`src/tofm_pkg.sv`:
```
// Shared constants and types for the torque-off fault monitor
package tofm_pkg;

  // Function-select codes
  localparam logic [3:0] FUNC_NONE = 4'h0;
  localparam logic [3:0] FUNC_TORQUE_ALARM = 4'h1;
  localparam logic [3:0] FUNC_TORQUE_ALARM_ALT = 4'h2;
  localparam logic [3:0] FUNC_TORQUE_WARN = 4'h3;
  localparam logic [3:0] FUNC_SENSOR_ONLY_TRIP = 4'h4;
  localparam logic [3:0] FUNC_SENSOR_ONLY_RESTART = 4'h5;
  localparam logic [3:0] FUNC_SENSOR_RELAY_TRIP = 4'h6;
  localparam logic [3:0] FUNC_SENSOR_RELAY_RESTART = 4'h7;
  localparam logic [3:0] FUNC_SENSOR_TRIP_RELAY_RESTART = 4'h8;
  localparam logic [3:0] FUNC_SENSOR_RESTART_RELAY_TRIP = 4'h9;

  // Status word bit positions
  localparam int BIT_TORQUE_OFF = 30;
  localparam int BIT_DANGEROUS = 31;
  localparam logic [31:0] STATUS_RESET = 32'h0000_0000;

  // Synchroniser depth
  localparam int SYNC_STAGES = 2;

  typedef struct packed {
    logic torque_off_alarm;
    logic sensor_torque_off_alarm;
    logic dangerous_failure_lock;
  } tofm_alarm_type;

endpackage : tofm_pkg

```
`src/tofm_sync_if.sv`:
```
// Synchronised input pair passed from the synchroniser to the monitor
`timescale 1ns/1ps
interface tofm_sync_if;
  logic torque_disable;
  logic card_logic_output;
  modport producer (output torque_disable, output card_logic_output);
  modport consumer (input torque_disable, input card_logic_output);
endinterface : tofm_sync_if

```
`src/tofm_sync.sv`:
```
// Two-flop synchroniser for the torque-off and card logic inputs
`timescale 1ns/1ps
module tofm_sync
  import tofm_pkg::*;
(
  input wire logic clock_in,
  input wire logic rst_in,
  input wire logic torque_disable_n_in,
  input wire logic card_logic_output_in,
  tofm_sync_if.producer sync_out
);

  logic [1:0] raw;
  logic [1:0] stage_q [SYNC_STAGES];

  // Active-low torque-off pin turned to an active-high request
  assign raw = {~torque_disable_n_in, card_logic_output_in};

  genvar i;
  generate
    for (i = 0; i < SYNC_STAGES; i++) begin : g_stage
      // First stage samples the pins; later stages only read the stage before
      if (i == 0) begin : g_first
        always_ff @(posedge clock_in or posedge rst_in) begin
          if (rst_in) begin
            stage_q[i] <= 2'h0;
          end else begin
            stage_q[i] <= raw;
          end
        end
      end else begin : g_next
        always_ff @(posedge clock_in or posedge rst_in) begin
          if (rst_in) begin
            stage_q[i] <= 2'h0;
          end else begin
            stage_q[i] <= stage_q[i-1];
          end
        end
      end
    end
  endgenerate

  assign sync_out.torque_disable = stage_q[SYNC_STAGES-1][1];
  assign sync_out.card_logic_output = stage_q[SYNC_STAGES-1][0];

endmodule : tofm_sync

```
`src/tofm_monitor.sv`:
```
// Torque-off fault monitor: alarms, warnings, status words and run permission
`timescale 1ns/1ps
module tofm_monitor
  import tofm_pkg::*;
(
  input wire logic clock_in,
  input wire logic rst_in,
  input wire logic torque_disable_n_in,
  input wire logic card_logic_output_in,
  input wire logic [3:0] function_select_in,
  input wire logic reset_command_in,
  input wire logic auto_reset_in,
  output logic run_enable_out,
  output logic [31:0] trip_status_word_out,
  output logic [31:0] trip_status_word_ext_out,
  output logic [31:0] caution_status_word_out,
  output logic [31:0] caution_status_word_ext_out
);

  tofm_sync_if sync_bus ();

  tofm_sync u_sync (
    .clock_in(clock_in),
    .rst_in(rst_in),
    .torque_disable_n_in(torque_disable_n_in),
    .card_logic_output_in(card_logic_output_in),
    .sync_out(sync_bus.producer)
  );

  logic tdis;
  logic card;
  logic sensor_mode;
  logic sensor_only;
  logic plain_alarm;
  logic plain_warn;
  logic relay_is_alarm;
  logic sensor_is_alarm;
  logic card_stop;
  logic relay_stop;
  logic unexpected;
  logic both_clear;
  logic manual_reset;
  tofm_alarm_type alarm_q;
  logic torque_warn_d;
  logic sensor_warn_d;
  logic torque_warn_q;
  logic sensor_warn_q;
  logic run_enable_d;
  logic [31:0] trip_word_d;
  logic [31:0] trip_ext_word_d;
  logic [31:0] caution_word_d;
  logic [31:0] caution_ext_word_d;

  assign tdis = sync_bus.torque_disable;
  assign card = sync_bus.card_logic_output;

  // Setting decode
  always_comb begin
    sensor_mode = 1'b0;
    sensor_only = 1'b0;
    plain_alarm = 1'b0;
    plain_warn = 1'b0;
    relay_is_alarm = 1'b0;
    sensor_is_alarm = 1'b0;
    case (function_select_in)
      FUNC_TORQUE_ALARM, FUNC_TORQUE_ALARM_ALT: begin
        plain_alarm = 1'b1;
      end
      FUNC_TORQUE_WARN: begin
        plain_warn = 1'b1;
      end
      FUNC_SENSOR_ONLY_TRIP: begin
        sensor_mode = 1'b1;
        sensor_only = 1'b1;
        sensor_is_alarm = 1'b1;
      end
      FUNC_SENSOR_ONLY_RESTART: begin
        sensor_mode = 1'b1;
        sensor_only = 1'b1;
      end
      FUNC_SENSOR_RELAY_TRIP: begin
        sensor_mode = 1'b1;
        sensor_is_alarm = 1'b1;
        relay_is_alarm = 1'b1;
      end
      FUNC_SENSOR_RELAY_RESTART: begin
        sensor_mode = 1'b1;
      end
      // opposite severities in the mixed settings
      FUNC_SENSOR_TRIP_RELAY_RESTART: begin
        sensor_mode = 1'b1;
        sensor_is_alarm = 1'b1;
      end
      FUNC_SENSOR_RESTART_RELAY_TRIP: begin
        sensor_mode = 1'b1;
        relay_is_alarm = 1'b1;
      end
      default: begin
      end
    endcase
  end

  // card input only matters in sensor settings
  assign card_stop = sensor_mode && tdis && card;
  assign relay_stop = tdis && !(sensor_mode && card) && !sensor_only;

  // torque-off without card in sensor-only settings
  // relay stop alone is legitimate in combined settings
  assign unexpected = sensor_mode && ((card && !tdis) || (sensor_only && tdis && !card));

  // Both lines idle: the only state in which card-related alarms may clear
  assign both_clear = !tdis && !card;
  // auto reset never clears these alarms
  // Limitation: the reset command is taken as already debounced and synchronous
  assign manual_reset = reset_command_in;

  // sticky alarms, set wins over reset
  always_ff @(posedge clock_in or posedge rst_in) begin
    if (rst_in) begin
      alarm_q <= '0;
    end else begin
      // clear only once torque-off input released
      if (relay_stop && (plain_alarm || relay_is_alarm)) begin
        alarm_q.torque_off_alarm <= 1'b1;
      end else if (manual_reset && !tdis) begin
        alarm_q.torque_off_alarm <= 1'b0;
      end
      // sensor alarm needs both inputs inactive then reset
      if (card_stop && sensor_is_alarm) begin
        alarm_q.sensor_torque_off_alarm <= 1'b1;
      end else if (manual_reset && both_clear) begin
        alarm_q.sensor_torque_off_alarm <= 1'b0;
      end
      // Lock also waits for a clean input pair so it cannot bounce straight back
      if (unexpected) begin
        alarm_q.dangerous_failure_lock <= 1'b1;
      end else if (manual_reset && both_clear) begin
        alarm_q.dangerous_failure_lock <= 1'b0;
      end
    end
  end

  // warnings follow the input and restart on release
  always_comb begin
    torque_warn_d = relay_stop && (plain_warn || (sensor_mode && !relay_is_alarm));
    sensor_warn_d = card_stop && !sensor_is_alarm;
  end

  always_ff @(posedge clock_in or posedge rst_in) begin
    if (rst_in) begin
      torque_warn_q <= 1'b0;
      sensor_warn_q <= 1'b0;
    end else begin
      torque_warn_q <= torque_warn_d;
      sensor_warn_q <= sensor_warn_d;
    end
  end

  // card logic alone never blocks a plain setting
  // In sensor settings card alone is unexpected and stops the drive through the lock
  assign run_enable_d = !tdis && (alarm_q == '0) && !unexpected;

  // Run permission: any live stop or held alarm keeps the drive stopped
  always_ff @(posedge clock_in or posedge rst_in) begin
    if (rst_in) begin
      run_enable_out <= 1'b0;
    end else begin
      run_enable_out <= run_enable_d;
    end
  end

  always_comb begin
    trip_word_d = STATUS_RESET;
    trip_ext_word_d = STATUS_RESET;
    caution_word_d = STATUS_RESET;
    caution_ext_word_d = STATUS_RESET;
    trip_word_d[BIT_TORQUE_OFF] = alarm_q.torque_off_alarm;
    trip_ext_word_d[BIT_TORQUE_OFF] = alarm_q.sensor_torque_off_alarm;
    trip_ext_word_d[BIT_DANGEROUS] = alarm_q.dangerous_failure_lock;
    caution_word_d[BIT_TORQUE_OFF] = torque_warn_q;
    caution_ext_word_d[BIT_TORQUE_OFF] = sensor_warn_q;
  end

  // Words are registered so a reader never sees a half-updated status
  always_ff @(posedge clock_in or posedge rst_in) begin
    if (rst_in) begin
      trip_status_word_out <= STATUS_RESET;
      trip_status_word_ext_out <= STATUS_RESET;
      caution_status_word_out <= STATUS_RESET;
      caution_status_word_ext_out <= STATUS_RESET;
    end else begin
      trip_status_word_out <= trip_word_d;
      trip_status_word_ext_out <= trip_ext_word_d;
      caution_status_word_out <= caution_word_d;
      caution_status_word_ext_out <= caution_ext_word_d;
    end
  end

  // Auto reset is accepted but deliberately has no effect on these alarms
  logic unused_auto;
  assign unused_auto = auto_reset_in;

endmodule : tofm_monitor

```
`config.mk`:
```
export PLATFORM = sky130hd
export DESIGN_NAME = tofm_monitor
export DESIGN_NICKNAME = d
export VERILOG_FILES = /design/src/tofm_pkg.sv /design/src/tofm_sync_if.sv /design/src/tofm_sync.sv /design/src/tofm_monitor.sv
export SDC_FILE = /design/constraint.sdc
export NUM_CORES = 1
export LEC_CHECK = 0
export BUFFER_PORTS_ARGS = -buffer_cell sky130_fd_sc_hd__buf_2
export CAP_MARGIN = 20
export CORE_ASPECT_RATIO = 1.5
export CORE_MARGIN = 4
export CORE_UTILIZATION = 38
export CTS_BUF_LIST = sky130_fd_sc_hd__clkbuf_8 sky130_fd_sc_hd__clkbuf_16
export DETAILED_ROUTE_END_ITERATION = 12
export GPL_TIMING_DRIVEN = 0
export HOLD_SLACK_MARGIN = 0.02
export PLACE_DENSITY_LB_ADDON = 0.08
export REMOVE_ABC_BUFFERS = 1
export SLEW_MARGIN = 20
export SYNTH_ARGS = -nofsm -noshare
export SYNTH_HDL_FRONTEND = slang
export SYNTH_SLANG_ARGS = --single-unit
export TNS_END_PERCENT = 100
```
`constraint.sdc`:
```
create_clock -name clock_in -period 1.6 [get_ports clock_in]
set_input_delay 0.24 -clock clock_in [delete_from_list [all_inputs] [get_ports clock_in]]
set_output_delay 0.24 -clock clock_in [all_outputs]
set_load 0.01 [all_outputs]
```
==> flow_summary.json, run 1 <==
{
  "outcome": "finished, final reports clean",
  "gp_congestion": 0.671,
  "clock-root-buffer": "clkbuf_8",
  "cts_buffer_depth": 2,
  "grt_overflow_total": 0,
  "postSynthCellCount": 174,
  "crit_slowest_cell": "or4b_1",
  "synth.area.top_cells": "buf_4, dfrtp_1, a21oi_1",
  "grt_pass1_wl_um": 3100,
  "report.final.slew_viol_count": 0,
  "ys_async_sr_fraction_pct": 100,
  "regMostFlops": "alarm_q",
  "area_delta_synth_final_pct": -20.6,
  "fp.dieH_um": 85.5,
  "swShare_pct": 34.3,
  "final_util_pct": 31.9,
  "cp-start-kind": "flop",
  "cp_max_fo": 10,
  "ys.flop_type": "dfrtp_1",
  "yosys.area_share.simple_pct": 6.83,
  "synth_compound_area_share_pct": 4.93,
  "peakVddDrop_mv": 0.338,
  "antenna_cells": 0,
  "setup-violations-final": 0,
  "synth_fa_ha_area_share_pct": 0,
  "hold_viol": 0,
  "r2r_slack_ps": 310,
  "grt_pass1_vias": 677,
  "post_drt_wl_per_cell_um": 9.63,
  "track_usage_pct": 7.43,
  "dp_hpwl_um": 2010,
  "post_cts_buffers": 0,
  "yosysWarningCount": 0,
  "synthTopCellsByCount": "buf_4, dfrtp_1, a21oi_1",
  "via_count": 724,
  "worstReg2RegEnd": "torque_warn_q$_DFF_PP0_",
  "critPathTopFamily": "simple AND/OR/NAND/NOR gates",
  "synth-seq-cells": 15,
  "hold_path_class": "input port to asynchronous set/reset pin",
  "postCtsResizedCells": 0,
  "power-per-cell-area_nw_per_um2": 779,
  "yosys.area_share.xor_xnor_pct": 0.576,
  "cts_made_buffers": 3,
  "grtUsageMet3_pct": 1.66,
  "netlist-cell-type-count": 22,
  "nFillCells": 417,
  "worst_setup_path_end_kind": "flop",
  "drtPass1Iterations": 6,
  "yosysMostFrequentCell": "buf_4",
  "start_util_pct": 40.2,
  "die_x_um": 59.7,
  "rsz0062_at_grt": "no",
  "viasPerCell": 3.12,
  "critical-path-max-stage-delay_ps": 490,
  "postRouteAntennaNets": 0,
  "finalCritPeriodShare_pct": 80.6,
  "clock_skew_ps": 4.26,
  "power_frac_comb_pct": 23.9,
  "wirelength_um": 2240,
  "syn_area_sq_um": 1520,
  "r2r_start": "u_sync.sync_out.card_logic_output$_DFF_PP0_",
  "rr_worst_depth": 3,
  "cts_sinks": 15,
  "worstMarginPinSlew_ps": 563,
  "cts_tree": "yes",
  "dr.first_iter.drc_count": 12,
  "coreArea_sq_um": 3780,
  "ctsHoldBuffers": 0,
  "fin_nets": 200,
  "grt.busiest_layer": "met2",
  "clock.fmax_mhz": 776,
  "dieArea_sq_um": 5100,
  "drive_above_1_share_pct": 8.99,
  "fin_crit_ps": 1290,
  "leakage_nw": 0.756,
  "insertion_delay_ps": 240,
  "synth_top_area_share_pct": 60.7,
  "pwr-share-seq_pct": 45.6,
  "synth_top_family_by_area": "buffers and inverters",
  "worst-path-buf-inv": 0,
  "htree_levels": 1,
  "critPathArrivalTime_ps": 1470,
  "synth_top_area_cell": "buf_4",
  "rows": 27,
  "switchingPower_mw": 0.323,
  "cap_violations": 0,
  "grtUsageMet1_pct": 6.91,
  "path_cells": "or4b_1 > a21oi_1 > o21a_1",
  "ios": 139,
  "path_clk_slew_ps": 60,
  "port_buffers": 14,
  "antenna_found_initial": 0,
  "pwr-share-clk_pct": 30.5,
  "fin_tns_setup_ps": 0,
  "critical_path_class": "flop to flop",
  "internal_power_mw": 0.619,
  "ys_seq_area_share_pct": 24.7,
  "met2_usage_pct": 15.2,
  "drc": 0,
  "grt_max_degree": 16,
  "postSynthAreaPerCell_sq_um": 8.74,
  "synth_mux_area_share_pct": 0,
  "synth_edf_count": 0,
  "largestRegisters": "alarm_q x3, trip_status_word_ext_out x2, u_sync.stage_q x2",
  "largest_reg_flops": 3,
  "slew_headroom_pct": 62.4,
  "crit_required_ps": 1780
}
## cells in the final DEF, fill, tap and decap left out
master	n
a21oi_1	6
and3_1	1
buf_2	14
clkbuf_8	3
conb_1	123
dfrtp_1	15
inv_1	5
nand2b_1	1
nand3b_1	1
nor2_1	3
nor2b_1	2
nor3b_1	2
nor4b_1	2
nor4bb_1	1
o21a_1	2
o21ai_0	1
o21ai_1	2
o31ai_1	2
or4_1	1
or4b_1	1
xor2_1	1
## worst max-delay path by stage
stage,end,cells after the start,slack [ps],from
6_report,torque_warn_q$_DFF_PP0_,3,310,u_sync.sync_out.card_logic_output$_DFF_PP0_
5_1_grt,torque_warn_q$_DFF_PP0_,3,230,u_sync.sync_out.card_logic_output$_DFF_PP0_
4_1_cts,torque_warn_q$_DFF_PP0_,3,300,u_sync.sync_out.card_logic_output$_DFF_PP0_
3_5_place_dp,torque_warn_q$_DFF_PP0_,3,310,u_sync.sync_out.card_logic_output$_DFF_PP0_
3_3_place_gp,torque_warn_q$_DFF_PP0_,3,300,u_sync.sync_out.card_logic_output$_DFF_PP0_
2_1_floorplan,torque_warn_q$_DFF_PP0_,3,400,u_sync.sync_out.card_logic_output$_DFF_PP0_
## logic make-up after synthesis
family	count (synthesis)
AOI/OAI and AO/OA	13
xor gates and xnor gates	1
buffers and inverters	129
DFF	15
other	1
and+or+nand+nor	15
## power by group through the flow
stage / Sequential (mW) / Clock (mW) / Combinational, mW
2_1_floorplan: 0.441 / 0 / 0.164
4_1_cts: 0.430 / 0.297 / 0.213
3_5_place_dp: 0.437 / 0 / 0.212
5_1_grt: 0.434 / 0.308 / 0.253
6_report: 0.430 / 0.287 / 0.225
3_3_place_gp: 0.437 / 0 / 0.213
## metal layers
metal	vias up	part of all wire, %	wire (um)
li1	327	-	-
met4	0	0.36	8
met5	-	0	0
met2	82	57	1270
met3	2	16	361
met1	313	26	592
## per-stage QoR
step	total power [mW]	hold slack [ps]	std cells	area (sq um)	worst slack (ps)
global route	0.995	97.2	232	1210	226
finish	0.942	43.4	232	1210	311
detailed placement	0.649	328	228	1160	310
global placement	0.650	329	228	1160	302
CTS	0.939	69.7	232	1210	296
floorplan	0.605	141	171	1040	397
## final cells by class
| cell class | instances | area, sq um | share of cell area [%] |
|---|---|---|---|
| inverters | 4 | 15.0 | 1.24 |
| clock inverters | 1 | 3.75 | 0.311 |
| flip-flops and latches | 15 | 375 | 31.1 |
| repair buffers | 14 | 70.1 | 5.80 |
| well taps | 43 | 53.8 | 4.45 |
| clock buffers | 3 | 41.3 | 3.42 |
| multi-input cells | 152 | 649 | 53.7 |
(Power assumes the default switching activity.)
==> run 2: changes to the inputs <==
clock period = 1.2 ns   (was 1.6 ns; I/O delays follow)
==> flow_summary.json, run 2 (same netlist as run 1, synthesis figures left out) <==
{
  "clock_skew_ps": 4.18,
  "antenna_cells": 0,
  "top_layer": "met4",
  "critPathArrivalTime_ps": 1370,
  "drt-met1-wl_um": 629,
  "ios": 139,
  "post_drt_wl_per_cell_um": 9.78,
  "clock-root-buffer": "clkbuf_8",
  "power-per-cell-area_nw_per_um2": 1020,
  "dp_hpwl_um": 2010,
  "critical_path_class": "flop to flop",
  "r2r_slack_ps": 10,
  "min-delay-start": "card_logic_output_in",
  "worstReg2RegEnd": "torque_warn_q$_DFF_PP0_",
  "drive_above_1_share_pct": 11.5,
  "fp.dieH_um": 85.5,
  "area_delta_synth_final_pct": -18.4,
  "cts_sinks": 15,
  "whs_endpoint": "u_sync.stage_q[2]$_DFF_PP0_",
  "wl_met2_um": 1290,
  "swShare_pct": 34.4,
  "grt_pass1_vias": 692,
  "finalCritPeriodShare_pct": 99.0,
  "route.met3.wl_um": 357,
  "via_count": 736,
  "power_mw": 1.27,
  "die_x_um": 59.7,
  "postRouteAntennaNets": 0,
  "insertion_delay_ps": 240,
  "cts_made_buffers": 3,
  "wirelength_um": 2290,
  "pwr-share-seq_pct": 45.0,
  "largestRegisters": "alarm_q x3, trip_status_word_ext_out x2, u_sync.stage_q x2",
  "dr.first_iter.drc_count": 14,
  "outcome": "finished, final reports clean",
  "crit_slowest_cell": "or4b_1",
  "final_common_cell": "conb_1",
  "port_buffers": 14,
  "switchingPower_mw": 0.435,
  "cts_tree": "yes",
  "path_cells": "or4b_1 > a21oi_1 > o21a_1",
  "start_util_pct": 40.2,
  "peakVddDrop_mv": 0.439,
  "rsz0062_at_grt": "yes",
  "nFillCells": 411,
  "track_usage_pct": 7.55,
  "internal_power_mw": 0.831,
  "r2r_start": "u_sync.sync_out.card_logic_output$_DFF_PP0_",
  "worst_setup_path_end_kind": "flop",
  "final_util_pct": 32.8,
  "crit_required_ps": 1380,
  "hold_viol": 0,
  "leakage_nw": 0.766,
  "drc": 0,
  "dieArea_sq_um": 5100,
  "layout_common_cells": "conb_1, buf_2, dfrtp_1",
  "coreArea_sq_um": 3780,
  "viasPerCell": 3.15,
  "cap_violations": 0,
  "path_clk_slew_ps": 60,
  "fin_crit_ps": 1190,
  "rows": 27,
  "grt_overflow_total": 0,
  "rr_worst_depth": 3,
  "fin_nets": 202,
  "regMostFlops": "alarm_q",
  "power_frac_comb_pct": 24.7,
  "htree_levels": 1,
  "hold_path_class": "input port to flop",
  "cp_max_fo": 2,
  "grt_pass1_wl_um": 3160,
  "pwr-share-clk_pct": 30.3,
  "worstMarginPinSlew_ps": 566,
  "drtPass1Iterations": 4,
  "critical-path-max-stage-delay_ps": 460,
  "slew_headroom_pct": 62.2,
  "cts_buffer_depth": 2,
  "clock.fmax_mhz": 841,
  "antenna_found_initial": 0,
  "grt_max_degree": 16,
  "gp_congestion": 0.671,
  "cp-start-kind": "flop",
  "holdPathStages": 1,
  "setup-violations-final": 0,
  "largest_reg_flops": 3,
  "report.final.slew_viol_count": 0
}
-- run 2: cell count changes in the layout (fill, tap and decap cells not counted), sizes merged --
| cell | before | now |
|---|---|---|
| dlygate4sd3 | 0 | 1 |
| buf | 14 | 15 |
-- run 2: worst max-delay path by stage --
stage                                          end                                         from  cells past startpoint
after CTS                  torque_warn_q$_DFF_PP0_  u_sync.sync_out.card_logic_output$_DFF_PP0_                      3
after global placement     torque_warn_q$_DFF_PP0_  u_sync.sync_out.card_logic_output$_DFF_PP0_                      3
final                      torque_warn_q$_DFF_PP0_  u_sync.sync_out.card_logic_output$_DFF_PP0_                      3
after global routing      run_enable_out$_DFF_PP0_     u_sync.sync_out.torque_disable$_DFF_PP0_                      2
after floorplan            torque_warn_q$_DFF_PP0_  u_sync.sync_out.card_logic_output$_DFF_PP0_                      3
after detailed placement   torque_warn_q$_DFF_PP0_  u_sync.sync_out.card_logic_output$_DFF_PP0_                      3
-- run 2: timing repair --
action                                  CTS  global route
resized for setup                         1             3
hold buffers                              1             0
hold endpoints to repair                 15             0
endpoints found under the setup margin    1             3
setup buffers                             1             0
-- run 2: layout make-up --
class / instances / area (sq um) / area share, %
clock buffer: 3 / 41.3 / 3.33
tap: 43 / 53.8 / 4.33
clock inverter: 1 / 3.75 / 0.302
inverter: 4 / 15.0 / 1.21
timing repair buffer: 16 / 87.6 / 7.06
sequential: 15 / 378 / 30.4
multi-input combinational: 152 / 662 / 53.3
-- run 2: power groups by stage --
stage	logic (mW)	registers (mW)	clock network [mW]
after global routing	0.351	0.575	0.410
after detailed placement	0.283	0.582	0
after CTS	0.292	0.570	0.396
after global placement	0.284	0.583	0
final	0.312	0.570	0.383
after floorplan	0.219	0.588	0
-- run 2: per-stage QoR --
| step | area [sq um] | hold slack, ps | TNS, ps | setup WS, ps | instances |
|---|---|---|---|---|---|
| after CTS | 1230 | 41.6 | 0 | 3.83 | 234 |
| after global placement | 1160 | 269 | -98.3 | -98.3 | 228 |
| after global routing | 1240 | 40.5 | -73.6 | -37.8 | 234 |
| after detailed placement | 1160 | 268 | -89.7 | -89.7 | 228 |
| final | 1240 | 43.8 | 0 | 11.6 | 234 |
| after floorplan | 1040 | 81.5 | -2.89 | -2.89 | 171 |
-- run 2: routing by layer --
layer  GRT usage [%]  vias to the layer above
li1                -                      331
met1            7.10                      323
met2            15.4                       80
met3            1.66                        2
met4            1.81                        0
met5               0                        -
-- run 2: worst max-delay path: cells and delay by family, from the launching register on --
family,cells,cell delay [ps]
AOI/OAI and AO/OA,2,280
DFF,1,400
and+or+nand+nor,1,460
==> run 3: changes to the inputs <==
==> constraint.sdc (replaced) <==
create_clock -name clock_in -period 1.2 [get_ports clock_in]
set_input_delay 0.12 -clock clock_in [delete_from_list [all_inputs] [get_ports clock_in]]
set_output_delay 0.12 -clock clock_in [all_outputs]
set_load 0.01 [all_outputs]
==> flow_summary.json, run 3 (same netlist as run 1, synthesis figures left out) <==
{
  "outcome": "finished, final reports clean",
  "regMostFlops": "alarm_q",
  "leakage_nw": 0.774,
  "worstMarginPinSlew_ps": 566,
  "cp_max_fo": 2,
  "start_util_pct": 40.2,
  "dr.first_iter.drc_count": 13,
  "fin_crit_ps": 1190,
  "hold_viol": 0,
  "power-per-cell-area_nw_per_um2": 1010,
  "rows": 27,
  "via_count": 744,
  "dp_hpwl_um": 2010,
  "critical_path_class": "flop to flop",
  "coreArea_sq_um": 3780,
  "clock-root-buffer": "clkbuf_8",
  "largestRegisters": "alarm_q x3, trip_status_word_ext_out x2, u_sync.stage_q x2",
  "setup-violations-final": 0,
  "fin_nets": 204,
  "hold_path_class": "input port to flop",
  "clock.fmax_mhz": 841,
  "viasPerCell": 3.15,
  "cp-start-kind": "flop",
  "post_drt_wl_per_cell_um": 9.73,
  "cts_buffer_depth": 2,
  "dp_cells": 228,
  "htree_levels": 1,
  "report.final.slew_viol_count": 0,
  "layout_common_cells": "conb_1, buf_2, dfrtp_1",
  "grt_pass1_vias": 700,
  "gp_congestion": 0.671,
  "critPathArrivalTime_ps": 1370,
  "largest_reg_flops": 3,
  "worst_setup_path_end_kind": "flop",
  "grt_max_degree": 16,
  "peakVddDrop_mv": 0.440,
  "grt_pass1_wl_um": 3190,
  "die_x_um": 59.7,
  "place_ws_ps": -89.7,
  "cts_made_buffers": 3,
  "cts_tree": "yes",
  "insertion_delay_ps": 240,
  "fp.dieH_um": 85.5,
  "drive_above_1_share_pct": 11.4,
  "path_clk_slew_ps": 60,
  "nFillCells": 411,
  "rsz0062_at_grt": "yes",
  "port_buffers": 14,
  "slew_headroom_pct": 62.2,
  "grt_overflow_total": 0,
  "cts_sinks": 15,
  "area_delta_synth_final_pct": -17.1,
  "postRouteAntennaNets": 0,
  "final_common_cell": "conb_1",
  "fin_ws_ps": 11.6,
  "antenna_cells": 0,
  "crit_required_ps": 1380,
  "cap_violations": 0,
  "final_cells": 236,
  "drc": 0,
  "drtPass1Iterations": 4,
  "wirelength_um": 2300,
  "dieArea_sq_um": 5100,
  "clock_skew_ps": 4.18,
  "ios": 139,
  "antenna_found_initial": 0,
  "track_usage_pct": 7.61,
  "finalCritPeriodShare_pct": 99.0
}
## run 3: changes by cell type in the layout (fill, tap and decap cells not counted)
cell	before	now
dlygate4sd3_1	1	3
## run 3: path summary, 6_finish.rpt
kind                                                             start                                     endpoint  slack [ps]  cells after the start
max                        u_sync.sync_out.card_logic_output$_DFF_PP0_                      torque_warn_q$_DFF_PP0_          10                      3
min                                              function_select_in[0]                       alarm_q[1]$_DFFE_PP0P_         190                      2
max reg2reg                u_sync.sync_out.card_logic_output$_DFF_PP0_                      torque_warn_q$_DFF_PP0_          10                      3
min reg2reg                                u_sync.stage_q[2]$_DFF_PP0_  u_sync.sync_out.card_logic_output$_DFF_PP0_         350                      0
max in group asynchronous                                       rst_in  u_sync.sync_out.card_logic_output$_DFF_PP0_         330                      3
min in group asynchronous                                       rst_in                      torque_warn_q$_DFF_PP0_         470                      3
## run 3: area by class of cell
type,instances,area [sq um],share of cell area (%)
clock buffer,3,41.3,3.27
clock inverter,1,3.75,0.298
inverter,4,15.0,1.19
multi-input combinational,152,662,52.5
sequential,15,378,30.0
tap,43,53.8,4.27
timing repair buffer,18,108,8.53
## run 3: per-stage QoR
| stage | setup TNS, ps | utilization [%] | hold WS (ps) | total power [mW] | cell area (sq um) |
|---|---|---|---|---|---|
| 2_1_floorplan | -2.89 | - | 21.5 | 0.807 | 1040 |
| 3_3_place_gp | -98.3 | 30.8 | 209 | 0.867 | 1160 |
| 3_5_place_dp | -89.7 | 30.8 | 208 | 0.866 | 1160 |
| 4_1_cts | 0 | 33.0 | 172 | 1.26 | 1250 |
| 5_1_grt | -73.6 | 33.3 | 215 | 1.34 | 1260 |
| 6_report | 0 | 33.3 | 187 | 1.27 | 1260 |
## run 3: repair_timing
item / 4_1_cts / 5_1_grt
hold buffers: 3 / 0
setup endpoints to repair: 1 / 3
cloned: 0 / 0
resized for setup: 1 / 3
buffers inserted: 1 / 0
hold endpoints to repair: 17 / 0
## run 3: metal layers
metal / up-vias / track usage, % / share of wire (%)
met5: - / 0 / 0
met4: 0 / 1.81 / 0.35
met3: 2 / 1.66 / 16
met2: 80 / 15.5 / 56
met1: 327 / 7.19 / 28
li1: 335 / - / -
## run 3: critical path: stages, from the launching register on
cell and delay (ps):
dfrtp_2 400, or4b_1 460, a21oi_1 140, o21a_1 140
## run 3: power by group
part           total, mW  switching, mW  internal, mW
clock network      0.383          0.158         0.226
logic              0.317          0.256        0.0610
registers          0.570         0.0214         0.549
total               1.27          0.436         0.835
